`src/core/fap_consts.svh`:
```
/*
  Constants of the flash access protection block: geometry, level codes,
  state codes and reset values. Included by the package and by the design
  files that use the macros; the guard keeps a second inclusion harmless.
*/
`ifndef FAP_CONSTS_SVH
`define FAP_CONSTS_SVH

// ----------------------------------------------------------------------
// flash geometry
// ----------------------------------------------------------------------
`define FAP_BANKS        2
`define FAP_PAGES        256
`define FAP_PAGE_BYTES   2048
`define FAP_PAGE_W       8
`define FAP_OFS_W        11
`define FAP_ADDR_W       19
`define FAP_DW_W         16
`define FAP_DW_LSB       3
`define FAP_WRP_PER_BANK 2

// ----------------------------------------------------------------------
// readout protection level codes
// ----------------------------------------------------------------------
`define FAP_LVL0_CODE    2'h0
`define FAP_LVL1_CODE    2'h1
`define FAP_LVL2_CODE    2'h2

// ----------------------------------------------------------------------
// erase sequencer state codes (gray along idle, retained, exec-only)
// ----------------------------------------------------------------------
`define FAP_ST_IDLE      2'h0
`define FAP_ST_RET       2'h1
`define FAP_ST_XO        2'h3

// ----------------------------------------------------------------------
// reset values
// ----------------------------------------------------------------------
`define FAP_RST_FLAG     1'h0
`define FAP_RST_LEVEL    2'h0

`endif

```
`src/core/fap_pkg.sv`:
```
/*
  Types of the flash access protection block: masters, operations, areas,
  levels, sequencer states and the request and region carriers.
  Assumes fap_consts.svh is on the include path.
*/
`include "fap_consts.svh"

package fap_pkg;

  typedef enum logic [1:0] {
    FAP_M_IFETCH = 2'h0,
    FAP_M_DREAD  = 2'h1,
    FAP_M_DMA    = 2'h2,
    FAP_M_DEBUG  = 2'h3
  } fap_master_type;

  typedef enum logic [1:0] {
    FAP_OP_READ  = 2'h0,
    FAP_OP_PROG  = 2'h1,
    FAP_OP_ERASE = 2'h2
  } fap_op_type;

  typedef enum logic [2:0] {
    FAP_A_MAIN   = 3'h0,
    FAP_A_SYSTEM = 3'h1,
    FAP_A_OPTION = 3'h2,
    FAP_A_BACKUP = 3'h3,
    FAP_A_SRAM   = 3'h4
  } fap_area_type;

  typedef enum logic [1:0] {
    FAP_LVL0 = `FAP_LVL0_CODE,
    FAP_LVL1 = `FAP_LVL1_CODE,
    FAP_LVL2 = `FAP_LVL2_CODE
  } fap_level_type;

  typedef enum logic [1:0] {
    FAP_ST_IDLE = `FAP_ST_IDLE,
    FAP_ST_RET  = `FAP_ST_RET,
    FAP_ST_XO   = `FAP_ST_XO
  } fap_state_type;

  typedef struct packed {
    fap_master_type          master;
    fap_op_type              op;
    fap_area_type            area;
    logic                    bank;
    logic [`FAP_ADDR_W-1:0]  addr;
  } fap_req_type;

  // empty when first page is above last page
  typedef struct packed {
    logic [`FAP_PAGE_W-1:0] first;
    logic [`FAP_PAGE_W-1:0] last;
  } fap_wrp_type;

  // bounds are 64-bit double-word indexes within the bank
  typedef struct packed {
    logic [`FAP_DW_W-1:0] first;
    logic [`FAP_DW_W-1:0] last;
  } fap_xo_type;

endpackage

```
`src/core/fap_erase_seq.sv`:
```
/*
  Erase sequencer: on a protection downgrade, clears the retained memories
  and optionally the execute-only areas. Each step is held until the memory
  side answers with a done pulse.
*/
`timescale 1ns/1ps
`default_nettype none
`include "fap_consts.svh"

module fap_erase_seq
  import fap_pkg::*;
(
  // clock and control
  input  wire logic core_clk_i,
  input  wire logic rstn_i,
  input  wire logic ce_i,
  // command
  input  wire logic start_i,
  input  wire logic with_xo_i,
  input  wire logic done_i,
  // status and erase requests
  output logic      busy_o,
  output logic      erase_ret_o,
  output logic      erase_xo_o
);

  fap_state_type state;
  fap_state_type next_state;
  logic          with_xo;
  logic          next_with_xo;

  always_comb begin
    next_state   = state;
    next_with_xo = with_xo;
    case (state)
      FAP_ST_IDLE: begin
        if (start_i) begin
          next_state   = FAP_ST_RET;
          next_with_xo = with_xo_i;
        end
      end
      FAP_ST_RET: begin
        if (done_i) begin
          next_state = with_xo ? FAP_ST_XO : FAP_ST_IDLE;
        end
      end
      FAP_ST_XO: begin
        if (done_i) begin
          next_state = FAP_ST_IDLE;
        end
      end
      default: begin
        next_state = FAP_ST_IDLE;
      end
    endcase
  end

  always_ff @(posedge core_clk_i or negedge rstn_i) begin
    if (!rstn_i) begin
      state   <= FAP_ST_IDLE;
      with_xo <= `FAP_RST_FLAG;
    end else if (ce_i) begin
      state   <= next_state;
      with_xo <= next_with_xo;
    end
  end

  assign busy_o      = (state != FAP_ST_IDLE);
  assign erase_ret_o = (state == FAP_ST_RET);
  assign erase_xo_o  = (state == FAP_ST_XO);

endmodule

`default_nettype wire

```
`src/core/fap_top.sv`:
```
/*
  Flash access protection: checks each master request against the readout
  level, write-protected pages and execute-only windows of a dual-bank flash,
  and runs the retained-memory erase on a level 1 to level 0 downgrade.
  Assumes option settings are stable levels from the option loader and that
  the flash controller reports per-bank busy and erase completion.
*/
`timescale 1ns/1ps
`default_nettype none
`include "fap_consts.svh"

// Operation
// (RULE1) two banks; a read of one bank proceeds while the other is busy
// (RULE2) each bank holds 256 pages of 2 Kbyte; page index stays in-bank
// (RULE3) three levels; level 0 puts no readout restriction on any access
// (RULE4) level 1 blocks main flash under debugger, RAM boot or bootloader
// (RULE5) level 2 disables debug, RAM boot, bootloader; level cannot change again
// (RULE6) system memory never written; option bytes read-only at level 2
// (RULE7) downgrade from level 1 to 0 erases backup and retention sram first
// (RULE8) two write-protected page ranges per bank reject program and erase
// (RULE9) execute-only window grants only CPU instruction fetches
// (RULE10) one execute-only window per bank, bounds in 64-bit words
// (RULE11) option bit chooses whether downgrade also erases execute-only windows
// (RULE12) prohibited access is dropped, answered with error, sets sticky flag
module fap_top
  import fap_pkg::*;
(
  // clock, reset, enable
  input  wire logic                core_clk_i,
  input  wire logic                resetn_i,
  input  wire logic                ce_i,
  // request and answer
  input  wire logic                req_valid_i,
  input  wire fap_req_type         req_i,
  output logic                     req_ready_o,
  output logic                     resp_valid_o,
  output logic                     resp_err_o,
  output logic                     flash_go_o,
  // option settings
  input  wire logic [1:0]          level_code_i,
  input  wire fap_wrp_type [3:0]   wrp_area_i,
  input  wire fap_xo_type  [1:0]   xo_area_i,
  input  wire logic                xo_erase_on_downgrade_i,
  // execution context
  input  wire logic                debug_attached_i,
  input  wire logic                boot_ram_i,
  input  wire logic                bootloader_i,
  // flash and memory side
  input  wire logic [1:0]          bank_busy_i,
  input  wire logic                erase_done_i,
  output logic                     erase_backup_o,
  output logic                     erase_sram_o,
  output logic                     erase_xo_o,
  // status
  output fap_level_type            level_o,
  output logic                     debug_enable_o,
  output logic                     boot_alt_enable_o,
  output logic                     viol_flag_o,
  input  wire logic                viol_clear_i
);

  // ----------------------------------------------------------------------
  // reset release
  // ----------------------------------------------------------------------
  logic rst_meta;
  logic rst_n;

  always_ff @(posedge core_clk_i or negedge resetn_i) begin
    if (!resetn_i) begin
      rst_meta <= 1'h0;
      rst_n    <= 1'h0;
    end else begin
      rst_meta <= 1'h1;
      rst_n    <= rst_meta;
    end
  end

  // ----------------------------------------------------------------------
  // helpers
  // ----------------------------------------------------------------------
  function automatic logic wrp_hit(input fap_wrp_type a, input logic [`FAP_PAGE_W-1:0] pg);
    wrp_hit = (pg >= a.first) && (pg <= a.last);
  endfunction

  function automatic logic xo_hit(input fap_xo_type a, input logic [`FAP_DW_W-1:0] dw);
    xo_hit = (dw >= a.first) && (dw <= a.last);
  endfunction

  function automatic fap_level_type level_of(input logic [1:0] code);
    // unknown code falls back to level 1, the safer choice
    if (code == `FAP_LVL0_CODE) begin
      level_of = FAP_LVL0;
    end else if (code == `FAP_LVL2_CODE) begin
      level_of = FAP_LVL2;
    end else begin
      level_of = FAP_LVL1;
    end
  endfunction

  // ----------------------------------------------------------------------
  // protection level tracking
  // ----------------------------------------------------------------------
  logic          locked;
  logic          next_locked;
  fap_level_type prev_level;
  fap_level_type level;
  logic          downgrade;
  logic          erase_busy;

  always_comb begin
    next_locked = locked | (level_code_i == `FAP_LVL2_CODE); // RULE5
    level       = locked ? FAP_LVL2 : level_of(level_code_i); // RULE5 RULE3
    downgrade   = (prev_level == FAP_LVL1) && (level == FAP_LVL0); // RULE7
  end

  always_ff @(posedge core_clk_i or negedge rst_n) begin
    if (!rst_n) begin
      locked     <= `FAP_RST_FLAG;
      prev_level <= fap_level_type'(`FAP_RST_LEVEL);
    end else if (ce_i) begin
      locked     <= next_locked;
      prev_level <= level;
    end
  end

  assign level_o           = prev_level;
  assign debug_enable_o    = !locked; // RULE5
  assign boot_alt_enable_o = !locked; // RULE5

  // ----------------------------------------------------------------------
  // downgrade erase
  // ----------------------------------------------------------------------
  logic erase_ret;

  fap_erase_seq u_erase (
    .core_clk_i (core_clk_i),
    .rstn_i     (rst_n),
    .ce_i       (ce_i),
    .start_i    (downgrade),                // RULE7
    .with_xo_i  (xo_erase_on_downgrade_i),  // RULE11
    .done_i     (erase_done_i),
    .busy_o     (erase_busy),
    .erase_ret_o(erase_ret),
    .erase_xo_o (erase_xo_o)
  );

  assign erase_backup_o = erase_ret;
  assign erase_sram_o   = erase_ret;

  // ----------------------------------------------------------------------
  // access check
  // ----------------------------------------------------------------------
  logic [`FAP_PAGE_W-1:0] page;
  logic [`FAP_DW_W-1:0]   dword;
  logic                   restricted;
  logic                   in_wrp;
  logic                   in_xo;
  logic                   deny;
  logic                   taken;

  always_comb begin
    page       = req_i.addr[`FAP_ADDR_W-1:`FAP_OFS_W]; // RULE2
    dword      = req_i.addr[`FAP_ADDR_W-1:`FAP_DW_LSB]; // RULE10
    restricted = !locked && (debug_attached_i || boot_ram_i || bootloader_i);
    in_wrp     = wrp_hit(wrp_area_i[{req_i.bank, 1'h0}], page) ||
                 wrp_hit(wrp_area_i[{req_i.bank, 1'h1}], page); // RULE8
    in_xo      = xo_hit(xo_area_i[req_i.bank], dword); // RULE10
    deny       = 1'h0;
    if (locked && (req_i.master == FAP_M_DEBUG)) begin
      deny = 1'h1; // RULE5
    end
    if ((req_i.area == FAP_A_SYSTEM) && (req_i.op != FAP_OP_READ)) begin
      deny = 1'h1; // RULE6
    end
    if ((req_i.area == FAP_A_OPTION) && locked && (req_i.op != FAP_OP_READ)) begin
      deny = 1'h1; // RULE6
    end
    if ((level == FAP_LVL1) && restricted &&
        ((req_i.area == FAP_A_MAIN) || (req_i.area == FAP_A_BACKUP) ||
         (req_i.area == FAP_A_SRAM))) begin
      deny = 1'h1; // RULE4
    end
    if ((req_i.area == FAP_A_MAIN) && (req_i.op != FAP_OP_READ) && in_wrp) begin
      deny = 1'h1; // RULE8
    end
    if ((req_i.area == FAP_A_MAIN) && in_xo &&
        !((req_i.master == FAP_M_IFETCH) && (req_i.op == FAP_OP_READ))) begin
      deny = 1'h1; // RULE9
    end
  end

  // only the addressed bank stalls; erase holds every access off, and so does
  // the downgrade cycle itself, so nothing slips in before the erase starts
  assign req_ready_o = !erase_busy && !downgrade &&
                       !((req_i.area == FAP_A_MAIN) && bank_busy_i[req_i.bank]); // RULE1 RULE7
  assign taken       = ce_i && req_valid_i && req_ready_o;

  // ----------------------------------------------------------------------
  // answer and violation flag
  // ----------------------------------------------------------------------
  logic next_resp_valid;
  logic next_resp_err;
  logic next_flash_go;
  logic next_viol;

  always_comb begin
    next_resp_valid = taken;
    next_resp_err   = taken && deny; // RULE12
    next_flash_go   = taken && !deny; // RULE12
    next_viol       = (viol_flag_o && !viol_clear_i) || (taken && deny); // RULE12
  end

  always_ff @(posedge core_clk_i or negedge rst_n) begin
    if (!rst_n) begin
      resp_valid_o <= `FAP_RST_FLAG;
      resp_err_o   <= `FAP_RST_FLAG;
      flash_go_o   <= `FAP_RST_FLAG;
      viol_flag_o  <= `FAP_RST_FLAG;
    end else if (ce_i) begin
      resp_valid_o <= next_resp_valid;
      resp_err_o   <= next_resp_err;
      flash_go_o   <= next_flash_go;
      viol_flag_o  <= next_viol;
    end
  end
endmodule

`default_nettype wire

```
`config.mk`:
```
export PLATFORM = sky130hd
export DESIGN_NAME = fap_top
export DESIGN_NICKNAME = d
export VERILOG_FILES = /design/src/core/fap_pkg.sv /design/src/core/fap_erase_seq.sv /design/src/core/fap_top.sv
export VERILOG_INCLUDE_DIRS = /design/src /design/src/core
export SDC_FILE = /design/constraint.sdc
export NUM_CORES = 1
export LEC_CHECK = 0
export ABC_AREA = 1
export ABC_CLOCK_PERIOD_IN_PS = 2100
export BUFFER_PORTS_ARGS = -buffer_cell sky130_fd_sc_hd__buf_4
export CELL_PAD_IN_SITES_DETAIL_PLACEMENT = 0
export CELL_PAD_IN_SITES_GLOBAL_PLACEMENT = 1
export CORE_MARGIN = 2
export CORE_UTILIZATION = 31
export DETAILED_ROUTE_END_ITERATION = 7
export PLACE_DENSITY = 0.93
export SLEW_MARGIN = 20
export SYNTH_ARGS = -nofsm -noshare
export SYNTH_HDL_FRONTEND = slang
export SYNTH_SLANG_ARGS = --single-unit
```
`constraint.sdc`:
```
create_clock -name core_clk_i -period 2.1 [get_ports core_clk_i]
set_input_delay 0.105 -clock core_clk_i [delete_from_list [all_inputs] [get_ports core_clk_i]]
set_output_delay 0.105 -clock core_clk_i [all_outputs]
set_load 0.05 [all_outputs]
```
==> summary.txt, run 1 <==
Outcome
  – Status: finished, final reports clean

Clocking
  – Worst skew pair latency: 240 ps
  – CTS tree: yes
  – Htree depth: 1
  – CTS clk-pin slew, worst paths: approximately 50 ps
  – CTS buffer count: 3
  – Max clock buf depth: 2
  – Clock sink count: 11
  – Root buffer cell: clkbuf_8

Yosys
  – Synth cell types: 32
  – Syn Std Cell Area: around 0.0028 sq mm
  – Main synth FF type: dfrtp_1
  – Async set-reset flop share out of synthesis: 100%
  – Mean Syn Cell Area: ~7.3 sq um
  – Post-Synth XOR/XNOR Area: 0%
  – FF+latch count, synth: 11
  – Post-synth EDFFs: 0
  – Syn nets: slightly above 600
  – Main combinational cell family by area after synthesis: adder cells
  – Simple-Gate Fraction of Synth Area: a little under a quarter
  – Yosys warns: 0
  – Synth Area in Adders: between 20% and 30%
  – Post-synthesis mux area share: 21.2%
  – Mapped Cells: between 300 and 400
  – Sequential fraction of the synthesis area: under 10%
  – Compound-cell area share of the yosys netlist: 8.87%

STA
  – Final TNS setup: 0 ps
  – RSZ-0062 raised after global routing: false
  – Setup ws final: between 300 and 400 ps
  – Tcrit/Tclk final: 81.6%
  – Setup violations, final: 0
  – Fmax: 583 MHz
  – Final-report max-slew violation count: 0
  – Final min period: approximately 1700 ps
  – Clk_skew: about 0.62 ps
  – Final hold vios: 0

Setup path
  – Crit-path cells: buf_4 > buf_12 > inv_2 > nand2_1 > nand2_1 > ha_1 > inv_1 > nand2_1 > nand3_1 > nand3_1 > nand2_1 > nand2_1 > nand2_1 > nand2_1 > nand3_1 > nand3_2 > nand2_2 > nand2_1
  – Critical R2R Capture: u_erase.state[1]
  – Flop-to-flop setup slack: a little under 800 ps
  – Reg-to-reg startpoint: locked
  – Top Family by Delay on Critical Path: simple AND/OR/NAND/NOR gates
  – Worst Path Max Fanout: 23
  – CP bufs+invs: 4
  – Crit path depth: 18
  – Crit path arrival time: between 1500 and 2000 ps
  – Required @ worst endpoint: roughly 2200 ps
  – Worst stage delay on the critical path: around 270 ps
  – Worst reg-to-reg path cell count: 6
  – Crit path top cell by count: nand2_1
  – Startpoint Class: primary input
  – Critical Path Slowest Stage Cell: ha_1
  – Critical Path Sink Type: flop
  – Critical path type: primary input to flop

Hold path
  – End of the worst hold path: u_erase.with_xo
  – Worst hold path type: primary input to flop
  – Hold path cells: 2
  – Worst hold start: xo_erase_on_downgrade_i

Layout
  – Inserted Diodes: 0
  – Layout cells sized above 1: ~36%
  – Most frequent cells in the layout: 177 x buf_4, 108 x nand2_1, 64 x ha_1
  – Fin area: about 0.0043 sq mm
  – Layout area overhead: 54.1%
  – Most common cell after layout, fill and taps aside: buf_4
  – Fillers: just over 800
  – # nets final: slightly below 800
  – Area occupied by multi-input gates: between 0.002 and 0.0025 sq mm
  – Reg area: about 280 sq um

Routing
  – Final wirelength: ~8300 um
  – Initial DRC count: between 50 and 60
  – Pre-antenna DRT Iters: 4
  – WL/cell: between 10 and 15 um
  – Vias per inst: around 4.7
  – DRC viols: 0
  – Final ANT Viol Nets: 0
  – DR vias: 3121

Global route
  – Congestion Overflow GR: 0
  – Number of global-route vias before repair: ~3.1k
  – Initial antenna violation count: 0
  – Global-route wire length before repair: around 14000 um
  – Largest net degree at the start of global routing: 24
  – GRT Overall Usage: about 16%

Job
  – Max cap viols: 0

Power
  – P_int: around 0.9 mW
  – Clock power share: roughly an eighth
  – Comb power frac: between 60% and 70%
  – Leakage: approximately 2.5 nW
  – P_sw: between 0.7 and 0.8 mW
  – VDD IR max: roughly 300 uV
  – Sw frac: between 40% and 50%
  – Power share of the sequential group: 17.5%
  – Power Total: around 1.6 mW
  – Cell Pwr Density: roughly 380 mW/mm^2

Place
  – Post-DP HPWL: between 7000 and 8000 um
  – Port buffer count: 177
  – Place WS: 86.6 ps
  – GP Congestion: around 0.80
  – Placed Area: 0.00425 sq mm

Floorplan
  – Die area: just under 0.01 sq mm
  – Site row count: 34
  – Die width: about 100 um
  – Core area: ~0.0087 sq mm
  – Io pins: approximately 180
  – Initial Utilization: 32.0%
  – Die span in y: 98.9 um
==> state kept, by name, summed over array words and instances (netlist names) <==
| register | count |
|---|---|
| flash_go_o | 1 |
| rst_meta | 1 |
| resp_valid_o | 1 |
| level_o | 1 |
| viol_flag_o | 1 |
| rst_n | 1 |
| u_erase.state | 2 |
| resp_err_o | 1 |
| u_erase.with_xo | 1 |
| locked | 1 |
==> power groups by stage <==
stage | registers [mW] | clock network [mW] | logic [mW]
after global routing | 0.290 | 0.239 | 1.27
after global placement | 0.287 | 0 | 1.11
after CTS | 0.285 | 0.223 | 1.15
final | 0.286 | 0.218 | 1.13
after detailed placement | 0.289 | 0 | 1.14
after floorplan | 0.343 | 0 | 0.634
==> cell families after synthesis <==
logic type                 Yosys count
adders and majority gates           64
AOI/OAI and AO/OA                   43
buffers and inverters               47
DFF                                 11
muxes                               59
other                                1
and+or+nand+nor                    156
==> timing repair <==
item	in CTS	in global routing
buffers inserted	0	0
endpoints found under the hold margin	2	0
gates resized for setup	0	0
endpoints found under the setup margin	0	0
hold buffers	1	0
==> cell usage after synthesis (all sizes together), types with 2 or more instances <==
cell type,instances,share of area (%)
buf,10,2.5
nand4,5,1.1
o21ai,9,1.7
nand2,110,15
nor3,7,1.6
nand3b,2,0.54
ha,64,29
nand3,8,1.6
o21a,3,0.81
a21oi,24,4.3
nor2,22,3.3
inv,37,5.0
dfrtp,11,9.9
mux2i,58,21
o21bai,2,0.54
a211oi,2,0.72
==> metrics by stage <==
step / util [%] / instances / hold WS [ps]
final: 49.4 / 664 / 73.6
after global routing: 49.4 / 664 / 84.2
after CTS: 49.4 / 664 / 72.1
after detailed placement: 48.7 / 659 / -109
after global placement: 48.7 / 659 / -113
after floorplan: - / 381 / -191
==> layer usage <==
layer	vias up	GRT usage, %	share of wire, %
met1	1363	19.8	40
met4	0	1.37	0.46
li1	1649	-	-
met5	-	0	0
met3	4	1.84	6.2
met2	105	32.0	53
==> how the worst max path moves through the flow <==
stage / startpoint / to
final: req_i[19] / resp_err_o
after global routing: req_i[19] / flash_go_o
after CTS: req_i[19] / resp_err_o
after detailed placement: req_i[19] / resp_err_o
after global placement: req_i[19] / viol_flag_o
after floorplan: req_i[19] / resp_err_o
==> final cells by class <==
class,instances,area share [%]
clock buffers,3,0.959
inverters,37,3.23
well taps,108,3.14
flip-flops and latches,11,6.40
multi-input cells,323,53.7
repair buffers,181,32.5
clock inverters,1,0.116
Note: power is estimated with default switching activity, not from simulation.
==> run 2: changes to the inputs <==
--- a/config.mk
+++ b/config.mk
@@ -7,14 +7,14 @@
 export NUM_CORES = 1
 export LEC_CHECK = 0
 export ABC_AREA = 1
-export ABC_CLOCK_PERIOD_IN_PS = 2100
+export ABC_CLOCK_PERIOD_IN_PS = 1590
 export BUFFER_PORTS_ARGS = -buffer_cell sky130_fd_sc_hd__buf_4
 export CELL_PAD_IN_SITES_DETAIL_PLACEMENT = 0
 export CELL_PAD_IN_SITES_GLOBAL_PLACEMENT = 1
 export CORE_MARGIN = 2
-export CORE_UTILIZATION = 31
+export CORE_UTILIZATION = 29
 export DETAILED_ROUTE_END_ITERATION = 7
-export PLACE_DENSITY = 0.93
+export PLACE_DENSITY = 0.88
 export SLEW_MARGIN = 20
 export SYNTH_ARGS = -nofsm -noshare
 export SYNTH_HDL_FRONTEND = slang
==> constraint.sdc (replaced) <==
create_clock -name core_clk_i -period 1.59 [get_ports core_clk_i]
set_input_delay 0.0795 -clock core_clk_i [delete_from_list [all_inputs] [get_ports core_clk_i]]
set_output_delay 0.0795 -clock core_clk_i [all_outputs]
set_load 0.05 [all_outputs]
==> run 2 against run 1 <==
Effect of this change: register-to-register slack worse by 490 ps; critical endpoint is now viol_flag_o; die area is 6.6% higher; flip-flop and latch count stayed put.
==> summary.txt, run 2 (synthesis gave the netlist of run 1 again) <==
Outcome
  – Status: finished, final reports clean

Layout
  – Fin area: approximately 0.0047 sq mm
  – Top reg by flops: u_erase.state
  – Layout cells sized above 1: 40.4%
  – # nets final: around 800
  – Most common cell after layout, fill and taps aside: buf_4
  – Most frequent cells in the layout: 184 x buf_4, 105 x nand2_1, 62 x ha_1
  – Layout area overhead: 67.3%
  – Max reg flops: 2
  – Inserted Diodes: 0
  – Fillers: between 900 and 1k

STA
  – RSZ-0062 raised after global routing: true
  – Setup violations, final: 0
  – Setup ws final: about 90 ps
  – Final hold vios: 0
  – Fmax: ~670 MHz
  – Tcrit/Tclk final: a little over nine tenths
  – Final-report max-slew violation count: 0
  – Final min period: 1500 ps
  – Hold_ws: roughly 58 ps
  – Clk_skew: approximately 6.5 ps

Setup path
  – Worst Setup SP: req_i[19]
  – Startpoint Class: primary input
  – Top Family by Delay on Critical Path: simple AND/OR/NAND/NOR gates
  – Critical path type: primary input to flop
  – Crit-path cells: buf_16 > buf_12 > mux2i_2 > ha_1 > a21oi_2 > nor2_1 > nor3_1 > nand2_1 > nand2_2 > nand2_2 > nand2_2 > nand3_2 > nand2_2 > nand2_1
  – Crit path arrival time: 1630 ps
  – CP bufs+invs: 2
  – Reg-to-reg startpoint: locked
  – Worst stage delay on the critical path: around 320 ps
  – Critical Path Slowest Stage Cell: ha_1
  – Critical Path Sink Type: flop
  – Required @ worst endpoint: 1720 ps
  – Crit path top cell by count: nand2_2
  – Worst Path Max Fanout: 6

Place
  – Place WS: -441 ps
  – Placed Area: ~0.0043 sq mm
  – Post-DP HPWL: 7830 um
  – Port buffer count: ~180
  – GP Congestion: 0.777

Routing
  – Metal2 WL: between 5000 and 6000 um
  – Metal-1 WL: about 3700 um
  – DR vias: 3224
  – Vias per inst: between 4 and 5
  – Final wirelength: approximately 9400 um
  – Highest metal used: met4
  – WL met3: 579 um
  – DRC viols: 0
  – WL/cell: between 10 and 15 um
  – Initial DRC count: 37
  – Pre-antenna DRT Iters: 4
  – Final ANT Viol Nets: 0

Floorplan
  – Die span in y: between 100 and 150 um
  – Die area: about 0.010 sq mm
  – Site row count: 35
  – Die width: 102 um
  – Initial Utilization: around 30%
  – Core area: between 0.009 and 0.01 sq mm
  – Io pins: 181

Global route
  – Initial antenna violation count: 0
  – Largest net degree at the start of global routing: 15
  – Global-route wire length before repair: roughly 14000 um
  – GRT Overall Usage: between 10% and 20%
  – Number of global-route vias before repair: 3257
  – Congestion Overflow GR: 0

Power
  – Power Total: roughly 2.3 mW
  – VDD IR max: around 280 uV
  – Leakage: around 2.6 nW
  – Cell Pwr Density: between 400 and 500 mW/mm^2

Clocking
  – CTS tree: yes
  – Root buffer cell: clkbuf_8
  – Worst skew pair latency: approximately 240 ps
  – CTS buffer count: 3
  – Clock sink count: 11
  – Max clock buf depth: 2
  – CTS clk-pin slew, worst paths: 50 ps
  – Htree depth: 1

Hold path
  – Worst hold path type: primary input to flop
  – Worst hold start: xo_erase_on_downgrade_i

Job
  – Max cap viols: 0
## run 2: cell types whose count changed in the layout (fill, tap and decap cells not counted), sizes merged
cell | before | now
clkbuf | 3 | 7
clkinv | 1 | 0
buf | 180 | 191
## run 2: layout make-up
class                           count  area, sq um  share of cell area, %
Multi-Input combinational cell    323         2420                   51.8
Inverter                           37          139                   2.97
Sequential cell                    11          277                   5.92
Tap cell                          129          161                   3.45
Timing Repair Buffer              195         1630                   34.9
Clock buffer                        4         45.0                  0.964
## run 2: metal layers
| layer | global-route usage, % | up-vias |
|---|---|---|
| li1 | - | 1682 |
| met1 | 19.0 | 1420 |
| met2 | 33.4 | 112 |
| met3 | 2.19 | 10 |
| met4 | 3.69 | 0 |
| met5 | 0 | - |
## run 2: power breakdown
part / total (mW) / switching [mW] / internal, mW
sequential: 0.379 / 0.0479 / 0.331
clock: 0.282 / 0.105 / 0.176
combinational: 1.66 / 0.875 / 0.784
total: 2.32 / 1.03 / 1.29
## run 2: worst reg2reg max path, delay by kind of cell (launching register included)
family / cells / cell delay (ps)
flops: 1 / 450
simple gates: 4 / 310
buf+inv: 1 / 120
compound gates: 1 / 310
## run 2: final timing paths
kind | end | slack (ps) | cells past startpoint
setup / recovery | viol_flag_o | 90 | 14
hold / removal | u_erase.with_xo | 60 | 2
setup reg to reg | viol_flag_o | 290 | 6
hold reg to reg | resp_err_o | 150 | 0
max in group asynchronous | locked | 1150 | 0
min in group asynchronous | resp_err_o | 150 | 0
## run 2: what timing repair did
item	in CTS	in global routing
pin swaps	2	11
setup buffers	0	1
hold buffers	1	0
endpoints found under the hold margin	2	0
endpoints found under the setup margin	3	4
gates resized for setup	8	21
gates cloned	2	3
## run 2: per-stage QoR
step                utilization (%)  setup TNS, ps  cells
floorplan                         -              0    381
finish                         50.4              0    699
global placement               46.8          -1020    688
CTS                            48.3              0    695
detailed placement             46.8          -1220    688
global route                   50.4           -102    699
==> run 3: changes to the inputs <==
--- a/config.mk
+++ b/config.mk
@@ -13,6 +13,7 @@
 export CELL_PAD_IN_SITES_GLOBAL_PLACEMENT = 1
 export CORE_MARGIN = 2
 export CORE_UTILIZATION = 29
+export CTS_BUF_LIST = sky130_fd_sc_hd__clkbuf_8
 export DETAILED_ROUTE_END_ITERATION = 7
 export PLACE_DENSITY = 0.88
 export SLEW_MARGIN = 20
==> run 3 against run 2 <==
Effect of this change: via count did not move; power fell by 0.26%; register-to-register slack barely moved; count of clock-buffer cells in the layout fell by 1; clock power fell by 2%; cell count did not move; wire length did not move; core utilization did not move; first-iteration DRC count did not move; maximum frequency barely moved; worst hold slack got worse by 0.51 ps; largest cell class unchanged; highest routed layer unchanged.
==> summary.txt, run 3 (synthesis gave the netlist of run 1 again) <==
Global route
  – GRT Overall Usage: between 10% and 20%
  – Largest net degree at the start of global routing: 15
  – Number of global-route vias before repair: roughly 3.3k
  – Initial antenna violation count: 0
  – Global-route wire length before repair: between 10000 and 15000 um
  – Congestion Overflow GR: 0

Floorplan
  – Die area: ~0.010 sq mm
  – Core area: 0.00928 sq mm
  – Io pins: about 180
  – Initial Utilization: roughly 30%
  – Site row count: 35
  – Die span in y: approximately 100 um
  – Die width: 102 um

Power
  – VDD IR max: between 200 and 300 uV
  – Power Total: approximately 2.3 mW
  – Cell Pwr Density: 495 mW/mm^2
  – Leakage: around 2.6 nW

STA
  – Final-report max-slew violation count: 0
  – Final min period: ~1500 ps
  – Fmax: ~670 MHz
  – Clk_skew: 6.06 ps
  – Final hold vios: 0
  – Tcrit/Tclk final: 94.3%
  – RSZ-0062 raised after global routing: true
  – Setup violations, final: 0
  – Hold_ws: approximately 57 ps

Setup path
  – Required @ worst endpoint: ~1700 ps
  – Critical path type: primary input to flop
  – Worst stage delay on the critical path: ~320 ps
  – Top Family by Delay on Critical Path: simple AND/OR/NAND/NOR gates
  – Worst Path Max Fanout: 6
  – Crit path arrival time: about 1600 ps
  – Critical Path Slowest Stage Cell: ha_1
  – Startpoint Class: primary input
  – Critical Path Sink Type: flop
  – Flop-to-flop setup slack: between 200 and 300 ps
  – CP bufs+invs: 2
  – Crit path top cell by count: nand2_2
  – Crit-path cells: buf_16 > buf_12 > mux2i_2 > ha_1 > a21oi_2 > nor2_1 > nor3_1 > nand2_1 > nand2_2 > nand2_2 > nand2_2 > nand3_2 > nand2_2 > nand2_1

Clocking
  – Htree depth: 1
  – CTS clk-pin slew, worst paths: approximately 50 ps
  – CTS buffer count: 3
  – Max clock buf depth: 2
  – Root buffer cell: clkbuf_8
  – CTS tree: yes
  – Clock sink count: 11
  – Worst skew pair latency: about 240 ps

Layout
  – Max reg flops: 2
  – Layout area overhead: 67.3%
  – Top reg by flops: u_erase.state
  – # nets final: 804
  – Most common cell after layout, fill and taps aside: buf_4
  – Fillers: about 910
  – Layout cells sized above 1: around two fifths
  – Inserted Diodes: 0
  – Most frequent cells in the layout: 184 x buf_4, 105 x nand2_1, 62 x ha_1
  – Fin area: between 0.004 and 0.005 sq mm

Place
  – Placed Area: approximately 0.0043 sq mm
  – Post-DP HPWL: just under 8000 um
  – GP Congestion: between 0.7 and 0.8
  – Port buffer count: 177

Routing
  – DRC viols: 0
  – WL/cell: about 14 um
  – Initial DRC count: 37
  – Final ANT Viol Nets: 0
  – Pre-antenna DRT Iters: 4
  – DR vias: roughly 3.2k
  – Final wirelength: roughly 9400 um
  – Vias per inst: 4.61

Outcome
  – Status: finished, final reports clean

Job
  – Max cap viols: 0

Hold path
  – Worst hold path type: primary input to flop
-- run 3: layout make-up --
type	count	area, sq um	share of cell area (%)
clock buffers	3	41.3	0.883
clock inverters	1	3.75	0.0803
inverters	37	139	2.97
multi-input cells	323	2420	51.8
flip-flops and latches	11	277	5.92
well taps	129	161	3.45
repair buffers	195	1630	34.9
-- run 3: power breakdown --
part           switching [mW]  internal [mW]  total, mW
sequential             0.0479          0.331      0.379
clock                   0.106          0.170      0.276
combinational           0.875          0.784       1.66
-- run 3: worst reg2reg max path, delay by kind of cell (launching register included) --
family          cells  cell delay [ps]
simple gates        4              310
buf+inv             1              120
flops               1              450
compound gates      1              310
-- run 3: metrics by stage --
step,setup WS [ps],cells,util [%],TNS (ps)
2_1_floorplan,1.04,381,-,0
3_3_place_gp,-371,688,46.8,-1020
3_5_place_dp,-441,688,46.8,-1220
4_1_cts,22.3,695,48.3,0
5_1_grt,-47.5,699,50.4,-101
6_report,90.6,699,50.4,0
-- run 3: timing repair --
| item | CTS | global route |
|---|---|---|
| buffers inserted | 0 | 1 |
| resized for setup | 8 | 21 |
| hold endpoints to repair | 2 | 0 |
| pin swaps | 2 | 11 |
| cloned | 2 | 3 |
| hold buffers | 1 | 0 |
| setup endpoints to repair | 3 | 4 |
-- run 3: path summary, 6_finish.rpt --
check,start,to,cells after the start
hold reg to reg,rst_n,resp_err_o,0
hold / removal,xo_erase_on_downgrade_i,u_erase.with_xo,2
min in group asynchronous,rst_n,resp_err_o,0
max in group asynchronous,rst_n,locked,0
setup / recovery,req_i[19],viol_flag_o,14
setup reg to reg,locked,viol_flag_o,6
-- run 3: layer usage --
layer / part of all wire [%] / up-vias / GRT usage, % / routed length [um]
met5: 0 / - / 0 / 0
met4: 1.3 / 0 / 3.69 / 123
met3: 6.1 / 10 / 2.19 / 579
met2: 53 / 112 / 33.4 / 5010
met1: 39 / 1420 / 19.0 / 3730
li1: - / 1682 / - / -
